File: src/lsch_pkg.sv
// lsch_pkg: constants, types and register map of the link setup command handler.
// assumes a 25 MHz pclk and an APB3 master with 8-bit byte addresses.
package lsch_pkg;

  // register byte offsets
  localparam logic [7:0] OFF_CMD       = 8'h00;
  localparam logic [7:0] OFF_EVT       = 8'h04;
  localparam logic [7:0] OFF_CFG_INTV  = 8'h08;
  localparam logic [7:0] OFF_CFG_LATTO = 8'h0C;
  localparam logic [7:0] OFF_CTRL      = 8'h10;
  localparam logic [7:0] OFF_STATUS    = 8'h14;
  localparam logic [7:0] OFF_RPT_INTV  = 8'h18;
  localparam logic [7:0] OFF_RPT_LATTO = 8'h1C;

  // command codes and length bytes
  localparam logic [7:0] CODE_BOND    = 8'h10;
  localparam logic [7:0] CODE_TERM    = 8'h11;
  localparam logic [7:0] CODE_UPD     = 8'h13;
  localparam logic [7:0] LEN_BOND     = 8'h05;
  localparam logic [7:0] LEN_TERM     = 8'h02;
  localparam logic [7:0] LEN_UPD_DEF  = 8'h01;
  localparam logic [7:0] LEN_UPD_FULL = 8'h09;
  localparam logic [7:0] LEN_MAX      = 8'h09;

  // accepted field ranges
  localparam logic [15:0] DUR_MIN  = 16'h0001;
  localparam logic [15:0] DUR_MAX  = 16'h001E;
  localparam logic [15:0] PER_MIN  = 16'h0020;
  localparam logic [15:0] PER_MAX  = 16'h4000;
  localparam logic [7:0]  RSN_USER = 8'h01;
  localparam logic [7:0]  RSN_TIME = 8'h02;
  localparam logic [15:0] INTV_MIN = 16'h0006;
  localparam logic [15:0] INTV_MAX = 16'h0C80;
  localparam logic [15:0] LAT_MAX  = 16'h03E8;
  localparam logic [15:0] TO_MIN   = 16'h000A;
  localparam logic [15:0] TO_MAX   = 16'h0C80;

  // acknowledgement status codes
  localparam logic [7:0] ST_OK  = 8'h00;
  localparam logic [7:0] ST_ERR = 8'h01;

  // timing: one second of advertising in pclk cycles
  localparam int unsigned SEC_NS      = 1000000000;
  localparam int unsigned CLK_NS      = 40;
  localparam int unsigned CYC_PER_SEC = SEC_NS / CLK_NS;

  // pending radio event bit positions
  localparam int P_UP = 0;
  localparam int P_LOST = 1;
  localparam int P_BOND = 2;
  localparam int P_TIM = 3;
  localparam int P_ADVTO = 4;

  // connection parameters: min in the low half-word
  typedef struct packed {
    logic [15:0] tmo;
    logic [15:0] lat;
    logic [15:0] max;
    logic [15:0] min;
  } lsch_timing_t;

  localparam lsch_timing_t CFG_RST = 64'h0190_0000_0028_0018;

  typedef enum logic [2:0] {
    EV_NONE  = 3'b000,
    EV_ACK   = 3'b001,
    EV_UP    = 3'b010,
    EV_PAIR  = 3'b011,
    EV_DOWN  = 3'b100,
    EV_TIMING = 3'b101
  } lsch_evt_t;

  typedef enum logic [2:0] {
    S_IDLE   = 3'b000,
    S_BOND   = 3'b010,
    S_PAIR   = 3'b011,
    S_TERM   = 3'b100,
    S_TIMING = 3'b101
  } lsch_state_t;

endpackage : lsch_pkg

File: src/lsch_link_setup_cmd.sv
// lsch_link_setup_cmd: interprets bonding, termination and timing-change commands.
// assumes an APB3 master on pclk and a radio link layer on the same clock.
// Operation
// - bonding is code 0x10, length 5, duration then period fields.
// - bonding duration must be 1 to 30 seconds.
// - when duration expires, advertising stops and device returns to standby.
// - period is LSB first, 0.625 ms units, 0x0020 to 0x4000.
// - bonding success emits ack, link up, pairing result in order.
// - bonding failure emits ack, optional link up, then link down.
// - termination is code 0x11, length 2, one reason byte.
// - reason 0x01 is user termination, 0x02 unacceptable timing.
// - accepted termination emits ack then link down.
// - timing change is code 0x13 and requests a peer parameter update.
// - timing change length is exactly 1 or exactly 9.
// - with no parameters the configured timing values are requested.
// - with parameters all four supplied values are requested instead.
// - order is min, max, latency, timeout, each two bytes LSB first.
// - min and max intervals count units of 1.25 ms.
// - latency counts skippable connection events, 0x0000 to 0x03E8.
// - supervision timeout counts units of 10 ms.
// - timing change emits ack first, then timing report.
//
// Chosen here: the APB interface to the registers and the address map.
`timescale 1ns/1ns
`default_nettype none
module lsch_link_setup_cmd #(
  parameter int unsigned CYC_PER_SEC = lsch_pkg::CYC_PER_SEC
) (
  // clock and reset
  input  wire logic                  pclk,
  input  wire logic                  presetn,
  // apb slave
  input  wire logic                  psel,
  input  wire logic                  penable,
  input  wire logic                  pwrite,
  input  wire logic [7:0]            paddr,
  input  wire logic [31:0]           pwdata,
  output logic      [31:0]           prdata,
  output logic                       pready,
  output logic                       pslverr,
  // radio link layer events
  input  wire logic                  rf_link_up,
  input  wire logic                  rf_link_lost,
  input  wire logic                  rf_bond_ok,
  input  wire logic                  rf_timing_rpt,
  input  wire lsch_pkg::lsch_timing_t rf_timing,
  // radio link layer requests
  output logic                       adv_en,
  output logic      [15:0]           adv_period,
  output logic                       term_req,
  output logic      [7:0]            term_reason,
  output logic                       upd_req,
  output lsch_pkg::lsch_timing_t     upd_prm
);

  lsch_pkg::lsch_state_t  state_r;
  lsch_pkg::lsch_state_t  state_nxt;
  lsch_pkg::lsch_evt_t    evt_type_r;
  lsch_pkg::lsch_evt_t    push_type;
  lsch_pkg::lsch_timing_t cfg_r;
  lsch_pkg::lsch_timing_t rpt_r;
  logic [7:0]  cmd_buf_r [10];
  logic [3:0]  idx_r;
  logic        exec_r;
  logic        evt_valid_r;
  logic [7:0]  evt_code_r;
  logic [7:0]  evt_stat_r;
  logic [4:0]  pend_r;
  logic [4:0]  pend_clr;
  logic [4:0]  pend_set;
  logic        linked_r;
  logic        cfg_done_r;
  logic [31:0] prescale_r;
  logic [4:0]  secs_r;
  logic        tmr_expire;
  logic        push;
  logic [7:0]  push_stat;
  logic        start_bond;
  logic        start_term;
  logic        start_upd;
  logic        cmd_ok;
  logic        acc;
  logic        do_x;
  logic        wr_cmd;
  logic        cmd_refuse;
  logic        rd_err;
  logic [31:0] rd_mux;
  logic [7:0]  len;
  logic [7:0]  code;
  logic [15:0] f_dur;
  logic [15:0] f_per;
  lsch_pkg::lsch_timing_t f_tim;

  // field extraction, every two-byte field LSB first
  assign len   = cmd_buf_r[0];
  assign code  = cmd_buf_r[1];
  assign f_dur = {cmd_buf_r[3], cmd_buf_r[2]};
  assign f_per = {cmd_buf_r[5], cmd_buf_r[4]};
  assign f_tim = {cmd_buf_r[9], cmd_buf_r[8], cmd_buf_r[7], cmd_buf_r[6],
                  cmd_buf_r[5], cmd_buf_r[4], cmd_buf_r[3], cmd_buf_r[2]};

  // command validation
  always_comb begin
    cmd_ok = 1'b0;
    if (code == lsch_pkg::CODE_BOND) begin
      // bonding while linked or unconfigured is answered with an error
      cmd_ok = (len == lsch_pkg::LEN_BOND) && cfg_done_r && !linked_r
            && (f_dur >= lsch_pkg::DUR_MIN) && (f_dur <= lsch_pkg::DUR_MAX)
            && (f_per >= lsch_pkg::PER_MIN) && (f_per <= lsch_pkg::PER_MAX);
    end else if (code == lsch_pkg::CODE_TERM) begin
      cmd_ok = (len == lsch_pkg::LEN_TERM) && linked_r
            && ((cmd_buf_r[2] == lsch_pkg::RSN_USER)
             || (cmd_buf_r[2] == lsch_pkg::RSN_TIME));
    end else if (code == lsch_pkg::CODE_UPD) begin
      cmd_ok = linked_r && ((len == lsch_pkg::LEN_UPD_DEF)
            || ((len == lsch_pkg::LEN_UPD_FULL)
             && (f_tim.min >= lsch_pkg::INTV_MIN) && (f_tim.max <= lsch_pkg::INTV_MAX)
             && (f_tim.min <= f_tim.max)
             && (f_tim.lat <= lsch_pkg::LAT_MAX)
             && (f_tim.tmo >= lsch_pkg::TO_MIN) && (f_tim.tmo <= lsch_pkg::TO_MAX)));
    end
  end

  // sequencer: decides the next event for the single slot
  always_comb begin
    state_nxt  = state_r;
    push       = 1'b0;
    push_type  = lsch_pkg::EV_NONE;
    push_stat  = lsch_pkg::ST_OK;
    pend_clr   = 5'h00;
    start_bond = 1'b0;
    start_term = 1'b0;
    start_upd  = 1'b0;
    unique case (state_r)
      lsch_pkg::S_IDLE: begin
        if (exec_r) begin
          push      = 1'b1;
          push_type = lsch_pkg::EV_ACK;
          push_stat = cmd_ok ? lsch_pkg::ST_OK : lsch_pkg::ST_ERR;
          if (cmd_ok) begin
            pend_clr = 5'h1F;
            if (code == lsch_pkg::CODE_BOND) begin
              start_bond = 1'b1;
              state_nxt  = lsch_pkg::S_BOND;
            end else if (code == lsch_pkg::CODE_TERM) begin
              start_term = 1'b1;
              state_nxt  = lsch_pkg::S_TERM;
            end else begin
              start_upd = 1'b1;
              state_nxt = lsch_pkg::S_TIMING;
            end
          end
        end
      end
      lsch_pkg::S_BOND: begin
        if (!evt_valid_r) begin
          if (pend_r[lsch_pkg::P_UP]) begin
            push      = 1'b1;
            push_type = lsch_pkg::EV_UP;
            pend_clr[lsch_pkg::P_UP] = 1'b1;
            state_nxt = lsch_pkg::S_PAIR;
          end else if (pend_r[lsch_pkg::P_LOST] || pend_r[lsch_pkg::P_ADVTO]) begin
            push      = 1'b1;
            push_type = lsch_pkg::EV_DOWN;
            pend_clr  = 5'h1F;
            state_nxt = lsch_pkg::S_IDLE;
          end
        end
      end
      lsch_pkg::S_PAIR: begin
        if (!evt_valid_r) begin
          if (pend_r[lsch_pkg::P_BOND]) begin
            push      = 1'b1;
            push_type = lsch_pkg::EV_PAIR;
            pend_clr[lsch_pkg::P_BOND] = 1'b1;
            state_nxt = lsch_pkg::S_IDLE;
          end else if (pend_r[lsch_pkg::P_LOST]) begin
            push      = 1'b1;
            push_type = lsch_pkg::EV_DOWN;
            pend_clr  = 5'h1F;
            state_nxt = lsch_pkg::S_IDLE;
          end
        end
      end
      lsch_pkg::S_TERM: begin
        if (!evt_valid_r && pend_r[lsch_pkg::P_LOST]) begin
          push      = 1'b1;
          push_type = lsch_pkg::EV_DOWN;
          pend_clr  = 5'h1F;
          state_nxt = lsch_pkg::S_IDLE;
        end
      end
      lsch_pkg::S_TIMING: begin
        if (!evt_valid_r && pend_r[lsch_pkg::P_TIM]) begin
          push      = 1'b1;
          push_type = lsch_pkg::EV_TIMING;
          pend_clr[lsch_pkg::P_TIM] = 1'b1;
          state_nxt = lsch_pkg::S_IDLE;
        end else if (!evt_valid_r && pend_r[lsch_pkg::P_LOST]) begin
          push      = 1'b1;
          push_type = lsch_pkg::EV_DOWN;
          pend_clr  = 5'h1F;
          state_nxt = lsch_pkg::S_IDLE;
        end
      end
      default: state_nxt = lsch_pkg::S_IDLE;
    endcase
  end

  always_ff @(posedge pclk or negedge presetn) begin
    if (!presetn) begin
      state_r <= lsch_pkg::S_IDLE;
    end else begin
      state_r <= state_nxt;
    end
  end

  // radio events held until sequenced; a new event beats its own clear
  assign pend_set = {tmr_expire, rf_timing_rpt, rf_bond_ok, rf_link_lost, rf_link_up};
  always_ff @(posedge pclk or negedge presetn) begin
    if (!presetn) begin
      pend_r <= 5'h00;
    end else begin
      pend_r <= (pend_r & ~pend_clr) | pend_set;
    end
  end

  always_ff @(posedge pclk or negedge presetn) begin
    if (!presetn) begin
      linked_r <= 1'b0;
    end else if (rf_link_lost) begin
      linked_r <= 1'b0;
    end else if (rf_link_up) begin
      linked_r <= 1'b1;
    end
  end

  // event slot: loaded only while empty, popped by an apb read
  always_ff @(posedge pclk or negedge presetn) begin
    if (!presetn) begin
      evt_valid_r <= 1'b0;
      evt_type_r  <= lsch_pkg::EV_NONE;
      evt_code_r  <= 8'h00;
      evt_stat_r  <= 8'h00;
    end else if (push) begin
      evt_valid_r <= 1'b1;
      evt_type_r  <= push_type;
      evt_code_r  <= code;
      evt_stat_r  <= push_stat;
    end else if (acc && !pready && !pwrite && (paddr == lsch_pkg::OFF_EVT)) begin
      // pop on the edge that captures prdata, so a push during the access is kept
      evt_valid_r <= 1'b0;
    end
  end

  // advertising duration timer, counted in whole seconds
  assign tmr_expire = adv_en && (prescale_r == CYC_PER_SEC - 1) && (secs_r == 5'h01);
  always_ff @(posedge pclk or negedge presetn) begin
    if (!presetn) begin
      prescale_r <= 32'h0000_0000;
      secs_r     <= 5'h00;
    end else if (start_bond) begin
      prescale_r <= 32'h0000_0000;
      secs_r     <= f_dur[4:0];
    end else if (adv_en) begin
      if (prescale_r == CYC_PER_SEC - 1) begin
        prescale_r <= 32'h0000_0000;
        secs_r     <= secs_r - 5'h01;
      end else begin
        prescale_r <= prescale_r + 32'h0000_0001;
      end
    end
  end

  always_ff @(posedge pclk or negedge presetn) begin
    if (!presetn) begin
      adv_en     <= 1'b0;
      adv_period <= 16'h0000;
    end else if (start_bond) begin
      adv_en     <= 1'b1;
      adv_period <= f_per;
    end else if (tmr_expire || rf_link_up || rf_link_lost) begin
      adv_en     <= 1'b0;
    end
  end

  always_ff @(posedge pclk or negedge presetn) begin
    if (!presetn) begin
      term_req    <= 1'b0;
      term_reason <= 8'h00;
    end else begin
      term_req <= start_term;
      if (start_term) begin
        term_reason <= cmd_buf_r[2];
      end
    end
  end

  always_ff @(posedge pclk or negedge presetn) begin
    if (!presetn) begin
      upd_req <= 1'b0;
      upd_prm <= '0;
    end else begin
      upd_req <= start_upd;
      if (start_upd) begin
        upd_prm <= (len == lsch_pkg::LEN_UPD_FULL) ? f_tim : cfg_r;
      end
    end
  end

  always_ff @(posedge pclk or negedge presetn) begin
    if (!presetn) begin
      rpt_r <= '0;
    end else if (rf_timing_rpt) begin
      rpt_r <= rf_timing;
    end
  end

  // apb: one wait state so prdata and pslverr come from flops
  assign acc    = psel && penable;
  assign do_x   = acc && pready;
  assign wr_cmd = do_x && pwrite && (paddr == lsch_pkg::OFF_CMD) && !pslverr;
  // command bytes are refused while a command or its events are in flight
  assign cmd_refuse = (state_r != lsch_pkg::S_IDLE) || evt_valid_r || exec_r
                   || ((idx_r == 4'h0)
                    && ((pwdata[7:0] == 8'h00) || (pwdata[7:0] > lsch_pkg::LEN_MAX)));

  always_comb begin
    rd_mux = 32'h0000_0000;
    rd_err = 1'b0;
    unique case (paddr)
      lsch_pkg::OFF_CMD:       begin
        rd_mux = {28'h000_0000, idx_r};
        rd_err = pwrite && cmd_refuse;
      end
      lsch_pkg::OFF_EVT:       rd_mux = {evt_valid_r, 4'h0, evt_type_r, evt_code_r,
                                         8'h00, evt_stat_r};
      lsch_pkg::OFF_CFG_INTV:  rd_mux = cfg_r[31:0];
      lsch_pkg::OFF_CFG_LATTO: rd_mux = cfg_r[63:32];
      lsch_pkg::OFF_CTRL:      rd_mux = {31'h0000_0000, cfg_done_r};
      lsch_pkg::OFF_STATUS:    rd_mux = {24'h00_0000, 2'h0, linked_r, adv_en, 1'b0, state_r};
      lsch_pkg::OFF_RPT_INTV:  rd_mux = rpt_r[31:0];
      lsch_pkg::OFF_RPT_LATTO: rd_mux = rpt_r[63:32];
      default:                 rd_err = 1'b1;
    endcase
  end

  always_ff @(posedge pclk or negedge presetn) begin
    if (!presetn) begin
      pready  <= 1'b0;
      prdata  <= 32'h0000_0000;
      pslverr <= 1'b0;
    end else begin
      pready  <= acc && !pready;
      pslverr <= acc && !pready && rd_err;
      if (acc && !pready) begin
        prdata <= pwrite ? 32'h0000_0000 : rd_mux;
      end
    end
  end

  always_ff @(posedge pclk or negedge presetn) begin
    if (!presetn) begin
      cfg_r      <= lsch_pkg::CFG_RST;
      cfg_done_r <= 1'b0;
    end else if (do_x && pwrite) begin
      if (paddr == lsch_pkg::OFF_CFG_INTV) begin
        cfg_r[31:0] <= pwdata;
      end
      if (paddr == lsch_pkg::OFF_CFG_LATTO) begin
        cfg_r[63:32] <= pwdata;
      end
      if (paddr == lsch_pkg::OFF_CTRL) begin
        cfg_done_r <= pwdata[0];
      end
    end
  end

  // command byte assembly: length byte first, done when length bytes follow
  always_ff @(posedge pclk or negedge presetn) begin
    if (!presetn) begin
      idx_r  <= 4'h0;
      exec_r <= 1'b0;
      for (int i = 0; i < 10; i++) begin
        cmd_buf_r[i] <= 8'h00;
      end
    end else begin
      exec_r <= 1'b0;
      if (wr_cmd) begin
        cmd_buf_r[idx_r] <= pwdata[7:0];
        if ((idx_r != 4'h0) && (idx_r == len[3:0])) begin
          idx_r  <= 4'h0;
          exec_r <= 1'b1;
        end else begin
          idx_r <= idx_r + 4'h1;
        end
      end
    end
  end

  property p_bond_ok;
    @(posedge pclk) disable iff (!presetn)
    (exec_r && state_r == lsch_pkg::S_IDLE && cmd_ok && code == lsch_pkg::CODE_BOND)
    |=> (evt_type_r == lsch_pkg::EV_ACK) && (evt_code_r == 8'h10) && adv_en
        && (state_r == lsch_pkg::S_BOND);
  endproperty
  a_bond_ok: assert property (p_bond_ok) else $error("bonding not started");

  property p_dur_range;
    @(posedge pclk) disable iff (!presetn)
    (exec_r && state_r == lsch_pkg::S_IDLE && code == lsch_pkg::CODE_BOND
     && (f_dur == 16'h0000 || f_dur > 16'h001E))
    |=> (evt_stat_r == lsch_pkg::ST_ERR) && !adv_en;
  endproperty
  a_dur_range: assert property (p_dur_range) else $error("bad duration accepted");

  property p_expire;
    @(posedge pclk) disable iff (!presetn)
    tmr_expire |=> !adv_en ##1 (state_r != lsch_pkg::S_BOND || pend_r[lsch_pkg::P_ADVTO]);
  endproperty
  a_expire: assert property (p_expire) else $error("advertising outlived duration");

  property p_per_range;
    @(posedge pclk) disable iff (!presetn)
    (exec_r && state_r == lsch_pkg::S_IDLE && code == lsch_pkg::CODE_BOND
     && (f_per < 16'h0020 || f_per > 16'h4000))
    |=> evt_stat_r == lsch_pkg::ST_ERR;
  endproperty
  a_per_range: assert property (p_per_range) else $error("bad period accepted");

  property p_up_first;
    @(posedge pclk) disable iff (!presetn)
    (state_r == lsch_pkg::S_BOND) ##1 (state_r == lsch_pkg::S_PAIR)
    |-> evt_valid_r && (evt_type_r == lsch_pkg::EV_UP);
  endproperty
  a_up_first: assert property (p_up_first) else $error("link up not reported");

  property p_fail_down;
    @(posedge pclk) disable iff (!presetn)
    (state_r == lsch_pkg::S_BOND && !evt_valid_r && !pend_r[lsch_pkg::P_UP]
     && (pend_r[lsch_pkg::P_LOST] || pend_r[lsch_pkg::P_ADVTO]))
    |=> (evt_type_r == lsch_pkg::EV_DOWN) && (state_r == lsch_pkg::S_IDLE);
  endproperty
  a_fail_down: assert property (p_fail_down) else $error("link down missing");

  property p_reason;
    @(posedge pclk) disable iff (!presetn)
    (exec_r && state_r == lsch_pkg::S_IDLE && code == lsch_pkg::CODE_TERM
     && cmd_buf_r[2] != 8'h01 && cmd_buf_r[2] != 8'h02)
    |=> (evt_stat_r == lsch_pkg::ST_ERR) && !term_req;
  endproperty
  a_reason: assert property (p_reason) else $error("bad reason accepted");

  property p_upd_len;
    @(posedge pclk) disable iff (!presetn)
    (exec_r && state_r == lsch_pkg::S_IDLE && code == lsch_pkg::CODE_UPD
     && len != 8'h01 && len != 8'h09)
    |=> (evt_stat_r == lsch_pkg::ST_ERR) && !upd_req;
  endproperty
  a_upd_len: assert property (p_upd_len) else $error("bad update length accepted");

  property p_upd_def;
    @(posedge pclk) disable iff (!presetn)
    (start_upd && len == 8'h01) |=> upd_req && (upd_prm == $past(cfg_r));
  endproperty
  a_upd_def: assert property (p_upd_def) else $error("defaults not requested");

  property p_upd_full;
    @(posedge pclk) disable iff (!presetn)
    (start_upd && len == 8'h09)
    |=> upd_req && (upd_prm.min == $past(f_dur)) && (upd_prm.tmo == $past(f_tim.tmo));
  endproperty
  a_upd_full: assert property (p_upd_full) else $error("supplied timing lost");

endmodule : lsch_link_setup_cmd
`default_nettype wire

File: config.mk
export PLATFORM = sky130hd
export DESIGN_NAME = lsch_link_setup_cmd
export DESIGN_NICKNAME = d
export VERILOG_FILES = /design/src/lsch_pkg.sv /design/src/lsch_link_setup_cmd.sv
export SDC_FILE = /design/constraint.sdc
export NUM_CORES = 1
export LEC_CHECK = 0
export BUFFER_PORTS_ARGS = -buffer_cell sky130_fd_sc_hd__buf_2
export CAP_MARGIN = 20
export CORE_UTILIZATION = 48
export CTS_CLUSTER_DIAMETER = 50
export DETAILED_ROUTE_END_ITERATION = 8
export HOLD_SLACK_MARGIN = 0.02
export PLACE_DENSITY = 0.68
export SLEW_MARGIN = 5
export SYNTH_ARGS = -nofsm -noshare
export SYNTH_HDL_FRONTEND = slang
export SYNTH_SLANG_ARGS = --single-unit
File: constraint.sdc
create_clock -name pclk -period 6 [get_ports pclk]
set_input_delay 1.2 -clock pclk [delete_from_list [all_inputs] [get_ports pclk]]
set_output_delay 1.2 -clock pclk [all_outputs]
set_load 0.01 [all_outputs]
Word level (Yosys, flattened, before mapping) --
Index checks and enable logic that the tools add are counted.
Cells by class: order comparisons 13, equality and inequality tests 29, shifts and indexed selects 0, multipliers 0, reductions and logical operators 63, bitwise logic cells 4, multiplexer cells 91, div/mod/pow operators 0, add/subtract/negate cells 3
Operators by type and width (count):
- one-hot mux 32 bit (8 select lines) | 1
- 2-to-1 mux 32 bit | 4
- bitwise mux 80 bit | 1
- 2-to-1 mux 64 bit | 1
- 2-to-1 mux 3 bit | 20
- == test 8 x 5 -> 1 bit (second input constant) | 7
- 2-to-1 mux 5 bit | 10
- 2-to-1 mux 1 bit | 43
- adder 32 x 1 -> 32 bit (second input constant) | 1
- demux 8 bit (select 4 bit) | 1
- == test 32 x 25 -> 1 bit (second input constant) | 1
- <= comparator 16 x 12 -> 1 bit (second input constant) | 2
- logical AND 1 bit | 32
- one-hot mux 3 bit (5 select lines) | 2
- one-hot mux 5 bit (5 select lines) | 1
- == test 8 x 4 -> 1 bit (second input constant) | 3
- == test 8 x 1 -> 1 bit (second input constant) | 2
- == test 8 x 2 -> 1 bit (second input constant) | 2
- == test 8 x 3 -> 1 bit (second input constant) | 2
- greater-or-equal comparator 16 x 1 -> 1 bit (second input constant) | 1
- greater-or-equal comparator 16 x 3 -> 1 bit (second input constant) | 1
- greater-or-equal comparator 16 x 4 -> 1 bit (second input constant) | 1
- greater-or-equal comparator 16 x 6 -> 1 bit (second input constant) | 1
- <= comparator 16 x 10 -> 1 bit (second input constant) | 1
- other kinds (34) | 62
Word-level totals: memory bits (writable) 0, ROM bits 0, word-level logic and storage cells 245, memories 0, input port bits 113, output and inout bits 125, flip-flop bits (word level) 405, bits in latches 0

Logic depth before layout (Yosys ltp) --
Gate-level depths: netlist (run 1).
depth after elaboration 18, depth in mapped cells 11, mapped depth without buffers 9

Least setup slack after synthesis (run 1) --
Ideal clock, no wire load.
path type input to register, start in paddr[5], end reg cmd_buf_r, in the netlist len[3], library setup time 128 ps, data required time 5872 ps, data arrival time 3396 ps, buffers on the path 0, stages on the path 7, slack 2477 ps, cells stage by stage or4_1 -> nor4_2 -> and2b_1 -> nand2_1 -> nor3_1 -> nand2_1 -> mux2_1
On the way: cells in the longest elaborated chain, start to end 3
RTL lines:
- from (decl) | line lsch_link_setup_cmd.sv:36 | input wire logic [7:0] paddr,
- logical NOT 8 bit | line lsch_link_setup_cmd.sv:322 | assign wr_cmd = do_x && pwrite && (paddr == lsch_pkg::OFF_CMD) && !pslverr;
- logical AND 1 bit (2 in a row) | line lsch_link_setup_cmd.sv:322
- to (signal, indexed assignment) | line lsch_link_setup_cmd.sv:390 | cmd_buf_r[idx_r] <= pwdata[7:0];
- to (decl) | line lsch_link_setup_cmd.sv:62 | logic [7:0] cmd_buf_r [10];
No other way between the ends. A chain may end at the register's enable or synchronous reset.

Final worst setup path (run 1) --
start in paddr[5], end reg cmd_buf_r, in the netlist code[3]
The elaborated chain is that of the path after synthesis.

==> impl_metrics.env, run 1 <==
export IMPL_grt_max_degree=144
export IMPL_worstSetupPathType="primary input to register"
export IMPL_cp_start_kind="primary input"
export IMPL_path_max_fanout=10
export IMPL_fin_ws_ns=2.26
export IMPL_clkSinkCount=398
export IMPL_whs_ns=0.484
export IMPL_synth_area_top_cells="dfrtp_1 53%, mux2_2 18%, mux2_4 4.0%"
export IMPL_setup_tns_ns=0
export IMPL_max_cap_violations=0
export IMPL_firstDrtPassIters=8
export IMPL_syn_area_per_cell_sq_um=12.6
export IMPL_io_pins=238
export IMPL_drtIter0Drc=1033
export IMPL_met2_usage_pct=42.2
export IMPL_via_per_inst=5.85
export IMPL_hold_viol=0
export IMPL_wl_per_cell_um=23.2
export IMPL_syn_inst=1453
export IMPL_synth_top_area_cell="dfrtp_1"
export IMPL_synthArstFlopShare_pct=100
export IMPL_hold_buffers=0
export IMPL_crit_top_cell="nand2_1"
export IMPL_fmax_ghz=0.267
export IMPL_slew_headroom_pct=32.0
export IMPL_die_h_um=197
export IMPL_htreeDepth=2
export IMPL_busiest_layer="met2"
export IMPL_fin_crit_sh_pct=62.3
export IMPL_netlist_top_cells_count="391 x dfrtp_1, 288 x mux2_2, 115 x nand2_1, 65 x clkbuf_1, 57 x nor2_1"
export IMPL_use_met1_pct=38.3
export IMPL_ant_nets=0
export IMPL_cts_buffer_depth=3
export IMPL_grt_overflow=0
export IMPL_syn2layout_area_growth_pct=18.3
export IMPL_post_place_cells=2135
export IMPL_nets=1810
export IMPL_dp_slack_ns=1.66
export IMPL_crit_buf_inv=1
export IMPL_cp_arrival_ns=4.20
export IMPL_ys_flop_type="dfrtp_1"
export IMPL_post_cts_buffers=0
export IMPL_clk_latency_ns=0.59
export IMPL_fp_dieArea_sq_um=39000
export IMPL_ys_seq_elements=398
export IMPL_initial_core_util_pct=48.8
export IMPL_crit_family="simple AND/OR/NAND/NOR gates"
export IMPL_synth_top_area_share_pct=53.4
export IMPL_yosysWarnings=0
export IMPL_critPathMaxStageDelay_ns=0.65
export IMPL_p_leak_nw=11.1
export IMPL_finalWirelength_mm=51.7
export IMPL_numCtsBuffers=47
export IMPL_tritoncts="yes"
export IMPL_period_minus_slack_ns=3.74
export IMPL_synth_cell_types=70
export IMPL_run_status="complete, no violations"
export IMPL_layoutNonFillerInstCount=2230
export IMPL_placed_area_sq_um=20000
export IMPL_ir_drop_mv=0.215
export IMPL_rsz0062_at_grt="false"
export IMPL_clock_tree_root_cell="clkbuf_16"
export IMPL_finish_instance_area_sq_um=21700
export IMPL_grt_pass1_wl_mm=79.3
export IMPL_synth_edf_count=0
export IMPL_synth_most_common_cell="dfrtp_1"
export IMPL_p_per_area_nw_per_um2=278
export IMPL_drv_slew=0
export IMPL_antenna_found_initial=6
export IMPL_hpwl_mm=36.3
export IMPL_grt_pass1_vias=13100
export IMPL_tightest_slew_ns=1.02
export IMPL_num_vias=13100
export IMPL_clk_pin_slew_ns=0.05
export IMPL_die_x_um=197
export IMPL_synth_nets=1589
export IMPL_coreArea_sq_um=37600
export IMPL_endpoint_kind="register"
export IMPL_place_gp_congestion=0.935
export IMPL_worstPathCellList="buf_2 > or4_1 > nor4_2 > and2b_1 > nand2_1 > nor3_1 > nand2_1 > mux2_1"
export IMPL_drc=0
export IMPL_track_usage_pct=27.1
export IMPL_row_count=71
export IMPL_crit_slowest_cell="or4_1"
export IMPL_finalSetupViolCount=0
export IMPL_cts_resized=0
export IMPL_hold_path_class="register to register"
export IMPL_portBuffers=237
export IMPL_required_ns=6.46
export IMPL_ys_seq_area_share_pct=54.4
export IMPL_rrSetupSlack_ns=2.39
export IMPL_finClkSkew_ns=0.0194
export IMPL_grtUsageMet3_pct=4.37
export IMPL_drive_gt1_share_pct=40.4
export IMPL_netlist_area_sq_um=18300
cells by family (layout without fill, tap and decap cells):
kind of cell / after synthesis / in the layout / synth area share, %
DFF: 398 / 398 / 54.4
muxes: 350 / 350 / 22.5
and+or+nand+nor: 329 / 329 / 9.02
AOI/OAI and AO/OA: 211 / 211 / 8.68
buffers and inverters: 118 / 377 / 2.66
xor gates and xnor gates: 24 / 24 / 1.15
adders and majority gates: 23 / 23 / 1.57
other: 0 / 7 / 0
path summary, 6_finish.rpt:
check	from	endpoint	cells past startpoint
worst max register to register	code[3]	prescale_r[13]	8
worst max-delay path	paddr[5]	code[3]	8
worst min register to register	upd_prm[25]	upd_prm[25]	1
max in group asynchronous	presetn	rpt_r[42]	2
min in group asynchronous	presetn	prescale_r[3]	1
worst min-delay path	upd_prm[25]	upd_prm[25]	1
power breakdown:
group	internal (mW)	switching (mW)
logic	0.0777	0.122
registers	2.73	0.0346
clock network	1.90	1.17
total	4.71	1.33
metrics by stage:
step           total power, mW  utilization [%]
2_1_floorplan             2.88                -
3_3_place_gp              3.01             53.1
3_5_place_dp              3.02             53.1
5_1_grt                   6.23             57.7
6_report                  6.04             57.7
4_1_cts                   6.10             57.6
sequential cells by signal, indices dropped and copies added (netlist names), 3 cells and up:
signal / cells
evt_code_r: 8
code: 8
len: 8
adv_period: 16
rpt_r: 64
evt_type_r: 3
term_reason: 8
pend_r: 5
idx_r: 4
upd_prm: 64
prescale_r: 32
prdata: 32
secs_r: 5
cfg_r: 64
state_r: 3
cmd_buf_r: 64
placed cells by master (no fill, tap or decap), types with 16 or more instances in the layout:
cell type and n:
a21oi_1 22, a222oi_1 31, a22o_1 34, a22oi_1 17
and3_1 18, buf_2 236, buf_4 16, clkbuf_16 49
dfrtp_1 391, ha_1 23, inv_1 34, mux2_2 288
mux2_4 49, nand2_1 115, nand3_1 25, nor2_1 55
nor3_1 20, nor4_1 16, o21ai_0 43, xor2_1 20
area by class of cell:
class                   instances  area (sq um)
inverters                      34           128
repair buffers                256          1370
clock buffers                  65          1360
flip-flops and latches        398          9970
diodes                          7          17.5
fillers                      3102         15900
well taps                     511           639
multi-input cells             937          7880
clock inverters                22           327
metal layers:
layer  vias to the layer above  wire length, um
li1                       5809                -
met1                      6687            22600
met2                       468            24100
met3                        89             3260
met4                         0             1700
met5                         -                0
Note: power is estimated with default switching activity, not from simulation.
==> run 2, diff against run 1 <==
--- a/config.mk
+++ b/config.mk
@@ -11,7 +11,7 @@
 export CTS_CLUSTER_DIAMETER = 50
 export DETAILED_ROUTE_END_ITERATION = 8
 export HOLD_SLACK_MARGIN = 0.02
-export PLACE_DENSITY = 0.68
+export PLACE_DENSITY = 0.71
 export SLEW_MARGIN = 5
 export SYNTH_ARGS = -nofsm -noshare
 export SYNTH_HDL_FRONTEND = slang
==> constraint.sdc (replaced) <==
create_clock -name pclk -period 3.4 [get_ports pclk]
set_input_delay 0.68 -clock pclk [delete_from_list [all_inputs] [get_ports pclk]]
set_output_delay 0.68 -clock pclk [all_outputs]
set_load 0.01 [all_outputs]
==> run 2 against run 1 <==
Cell count rose by 0.63%. Power rose by 72%. First-iteration DRC count rose by 20%. Core utilization rose by 0.32 points. Global-route usage barely moved. Clock skew rose by 0.0034 ns. Cell area rose by 0.56%. Worst setup slack got worse by 2.1 ns. Combinational power rose by 83%. Non-clock buffer count rose by 22. Register-to-register slack got worse by 2.2 ns. Hold slack got worse by 0.36 ns. Critical endpoint is now upd_prm[44]. Highest routed layer unchanged.
==> impl_metrics.env, run 2 (synthesized netlist as in run 1, its figures left out) <==
export IMPL_clk_latency_ns=0.58
export IMPL_worstSetupPathType="register to register"
export IMPL_ant_nets=0
export IMPL_hold_path_class="primary input to asynchronous set/reset pin"
export IMPL_grt_pass1_vias=13300
export IMPL_layoutNonFillerInstCount=2244
export IMPL_run_status="complete, no violations"
export IMPL_track_usage_pct=27.2
export IMPL_ir_drop_mv=0.363
export IMPL_cts_buffer_depth=3
export IMPL_portBuffers=237
export IMPL_grt_pass1_wl_mm=79.8
export IMPL_clock_tree_root_cell="clkbuf_16"
export IMPL_reg2reg_depth=8
export IMPL_p_per_area_nw_per_um2=476
export IMPL_cp_arrival_ns=3.70
export IMPL_clk_pin_slew_ns=0.06
export IMPL_drive_gt1_share_pct=41.1
export IMPL_fmax_ghz=0.308
export IMPL_io_pins=238
export IMPL_slew_headroom_pct=31.0
export IMPL_p_leak_nw=11.2
export IMPL_period_minus_slack_ns=3.24
export IMPL_finalSetupViolCount=0
export IMPL_finalWirelength_mm=52.1
export IMPL_finish_instance_area_sq_um=21800
export IMPL_syn2layout_area_growth_pct=19.0
export IMPL_drtIter0Drc=1243
export IMPL_setup_tns_ns=0
export IMPL_drv_slew=0
export IMPL_place_gp_congestion=0.928
export IMPL_hold_buffers=0
export IMPL_finClkSkew_ns=0.0228
export IMPL_max_cap_violations=0
export IMPL_hold_viol=0
export IMPL_row_count=71
export IMPL_antenna_found_initial=1
export IMPL_wl_per_cell_um=23.2
export IMPL_rsz0062_at_grt="false"
export IMPL_initial_core_util_pct=48.8
export IMPL_required_ns=3.86
export IMPL_grt_overflow=0
export IMPL_drc=0
export IMPL_layout_commonest_cell="dfrtp_1"
export IMPL_firstDrtPassIters=7
export IMPL_rrSetupSlack_ns=0.16
export IMPL_mostFrequentLayoutCells="391 x dfrtp_1, 288 x mux2_2, 236 x buf_2"
export IMPL_die_h_um=197
export IMPL_post_place_cells=2158
export IMPL_post_cts_buffers=0
export IMPL_fp_dieArea_sq_um=39000
export IMPL_num_vias=13200
export IMPL_endpoint_kind="register"
export IMPL_htreeDepth=2
export IMPL_dp_slack_ns=0.260
export IMPL_r2r_end="upd_prm[44]"
export IMPL_hpwl_mm=36.3
export IMPL_fin_ws_ns=0.156
export IMPL_cts_resized=0
export IMPL_die_x_um=197
export IMPL_placed_area_sq_um=20200
export IMPL_crit_start="cmd_buf_r[42]"
export IMPL_path_max_fanout=25
export IMPL_clkSinkCount=398
export IMPL_fin_crit_sh_pct=95.4
export IMPL_numCtsBuffers=45
export IMPL_cp_start_kind="register"
export IMPL_tritoncts="yes"
export IMPL_reg2reg_from="cmd_buf_r[42]"
export IMPL_coreArea_sq_um=37600
export IMPL_nets=1830
export IMPL_grt_max_degree=81
export IMPL_tightest_slew_ns=1.03
export IMPL_via_per_inst=5.88
## run 2: worst max-delay path by stage
stage | endpoint | cells after the start
finish | upd_prm[44] | 8
global route | upd_prm[44] | 8
global placement | cmd_buf_r[18] | 8
CTS | upd_prm[44] | 8
detailed placement | cmd_buf_r[34] | 8
floorplan | len[3] | 7
## run 2: worst max-delay path, cell delays in order (launching register included)
cell and delay, ns:
dfrtp_1 0.44, nor3_1 0.31, a31oi_1 0.14, o311ai_0 0.79, o2111ai_1 0.25, a22oi_2 0.26
nand4_1 0.19, buf_4 0.36, mux2_4 0.36
## run 2: per-stage QoR
stage	hold slack, ns	utilization, %	power [mW]
2_1_floorplan	0.384	-	5.07
3_3_place_gp	0.470	53.8	5.32
3_5_place_dp	0.466	53.8	5.33
4_1_cts	0.144	58.0	10.5
5_1_grt	0.165	58.0	10.7
6_report	0.126	58.0	10.4
## run 2: layout make-up
cell class                 instances  area [sq um]
tap                              511           639
timing repair buffer             278          1600
fill                            3069         15800
multi-input combinational        937          7880
antenna                            3          7.51
clock inverter                    22           279
clock buffer                      61          1300
inverter                          34           128
sequential                       398          9970
## run 2: per-layer routing
metal	vias to the layer above	GRT usage [%]	wire [um]
li1	5833	-	-
met5	-	0	0
met4	0	11.7	2280
met1	6718	37.9	22500
met2	533	41.7	23700
met3	106	4.92	3660
## run 2: where the power goes
group          switching, mW  internal [mW]  total (mW)
clock network           2.00           3.14        5.14
registers             0.0562           4.82        4.88
logic                  0.219          0.145       0.364
==> run 3, diff against run 2 <==
--- a/config.mk
+++ b/config.mk
@@ -11,7 +11,7 @@
 export CTS_CLUSTER_DIAMETER = 50
 export DETAILED_ROUTE_END_ITERATION = 8
 export HOLD_SLACK_MARGIN = 0.02
-export PLACE_DENSITY = 0.71
+export PLACE_DENSITY = 0.82
 export SLEW_MARGIN = 5
 export SYNTH_ARGS = -nofsm -noshare
 export SYNTH_HDL_FRONTEND = slang
==> run 3 against run 2 <==
Die area is the same. Clock-buffer cell count up 6. Largest cell class unchanged. Global-route usage up 0.28 points. Sequential power about the same. Critical path type unchanged.
==> impl_metrics.env, run 3 (synthesized netlist as in run 1, its figures left out) <==
export IMPL_run_status="complete, no violations"
export IMPL_p_seq_share_pct=47.5
export IMPL_use_met1_pct=36.5
export IMPL_finalSetupViolCount=0
export IMPL_numCtsBuffers=46
export IMPL_cp_start_kind="register"
export IMPL_hold_path_class="primary input to asynchronous set/reset pin"
export IMPL_max_cap_violations=0
export IMPL_reg2reg_depth=8
export IMPL_busiest_layer="met2"
export IMPL_hold_buffers=0
export IMPL_met2_usage_pct=44.1
export IMPL_place_gp_congestion=0.997
export IMPL_finClkSkew_ns=0.0173
export IMPL_pwr_share_clk_pct=48.9
export IMPL_hpwl_mm=37.2
export IMPL_grt_max_degree=109
export IMPL_row_count=71
export IMPL_cp_arrival_ns=3.58
export IMPL_setup_tns_ns=0
export IMPL_rsz0062_at_grt="false"
export IMPL_cts_resized=0
export IMPL_drive_gt1_share_pct=41.0
export IMPL_mostFrequentLayoutCells="391 x dfrtp_1, 288 x mux2_2, 236 x buf_2"
export IMPL_clock_tree_root_cell="clkbuf_16"
export IMPL_clk_pin_slew_ns=0.06
export IMPL_grt_pass1_wl_mm=81.1
export IMPL_final_util_pct=57.9
export IMPL_ant_nets=0
export IMPL_die_x_um=197
export IMPL_fp_dieArea_sq_um=39000
export IMPL_finish_instance_area_sq_um=21800
export IMPL_endpoint_kind="register"
export IMPL_period_minus_slack_ns=3.13
export IMPL_firstDrtPassIters=6
export IMPL_placed_area_sq_um=20200
export IMPL_post_place_cells=2158
export IMPL_drv_slew=0
export IMPL_required_ns=3.85
export IMPL_ir_drop_mv=0.430
export IMPL_clk_latency_ns=0.57
export IMPL_switching_share_pct=22.7
export IMPL_finalWirelength_mm=53.1
export IMPL_slew_headroom_pct=32.2
export IMPL_grt_overflow=0
export IMPL_worstSetupPathType="register to register"
export IMPL_initial_core_util_pct=48.8
export IMPL_fin_crit_sh_pct=92.0
export IMPL_combPwrFrac_pct=3.6
export IMPL_wl_per_cell_um=23.6
export IMPL_syn2layout_area_growth_pct=18.8
export IMPL_p_leak_nw=11.2
export IMPL_p_int_mw=7.95
export IMPL_path_max_fanout=47
export IMPL_grtUsageMet3_pct=4.99
export IMPL_grt_pass1_vias=13700
export IMPL_antenna_found_initial=6
export IMPL_htreeDepth=2
export IMPL_track_usage_pct=27.5
export IMPL_dp_slack_ns=0.215
export IMPL_fin_ws_ns=0.273
export IMPL_portBuffers=237
export IMPL_cts_buffer_depth=3
export IMPL_p_sw_mw=2.33
export IMPL_post_cts_buffers=0
export IMPL_io_pins=238
export IMPL_clkSinkCount=398
export IMPL_hold_viol=0
export IMPL_coreArea_sq_um=37600
export IMPL_tritoncts="yes"
export IMPL_layout_commonest_cell="dfrtp_1"
export IMPL_fmax_ghz=0.320
export IMPL_drc=0
export IMPL_layoutNonFillerInstCount=2247
export IMPL_tightest_slew_ns=1.02
export IMPL_p_per_area_nw_per_um2=472
export IMPL_via_per_inst=6.07
export IMPL_die_h_um=197
export IMPL_nets=1831
export IMPL_drtIter0Drc=1114
export IMPL_num_vias=13600
## run 3: worst paths after layout
check,startpoint,end,slack (ns)
max,cmd_buf_r[20],upd_prm[39],0.27
min,presetn,upd_prm[6],0.14
max reg2reg,cmd_buf_r[20],upd_prm[39],0.27
min reg2reg,evt_stat_r[0],evt_stat_r[0],0.49
max in group asynchronous,presetn,rpt_r[3],2.25
min in group pclk,rf_link_lost,linked_r,0.31
## run 3: stage by stage
stage,power [mW],hold slack (ns)
final,10.3,0.140
after global routing,10.6,0.229
after CTS,10.3,0.213
after detailed placement,5.34,0.470
after global placement,5.32,0.468
after floorplan,5.07,0.384
## run 3: area by class of cell
| cell class | instances | area [sq um] |
|---|---|---|
| diodes | 3 | 7.51 |
| clock buffers | 67 | 1360 |
| clock inverters | 19 | 196 |
| fillers | 2944 | 15800 |
| inverters | 34 | 128 |
| multi-input cells | 937 | 7880 |
| flip-flops and latches | 398 | 9970 |
| well taps | 511 | 639 |
| repair buffers | 278 | 1590 |
## run 3: worst max-delay path, stage by stage (launching register included)
cell,delay [ns]
dfrtp_1,0.40
or4_1,0.60
or4_1,0.56
nor4_2,0.15
o2111ai_1,0.15
a22oi_2,0.23
nand4_1,0.21
buf_12,0.28
mux2_4,0.35
## run 3: power groups by stage
| stage | combinational, mW | clock, mW | sequential [mW] |
|---|---|---|---|
| detailed placement | 0.375 | 0 | 4.96 |
| finish | 0.374 | 5.02 | 4.88 |
| CTS | 0.377 | 5.08 | 4.88 |
| floorplan | 0.134 | 0 | 4.94 |
| global route | 0.411 | 5.28 | 4.89 |
| global placement | 0.362 | 0 | 4.96 |
## run 3: per-layer routing
layer  routed length (um)  part of all wire, %  vias to the layer above
met4                 2350                  4.4                        2
met2                24900                   47                      665
met5                   11                0.021                        -
met1                21700                   41                     6976
li1                     -                    -                     5854
met3                 4160                  7.8                      152
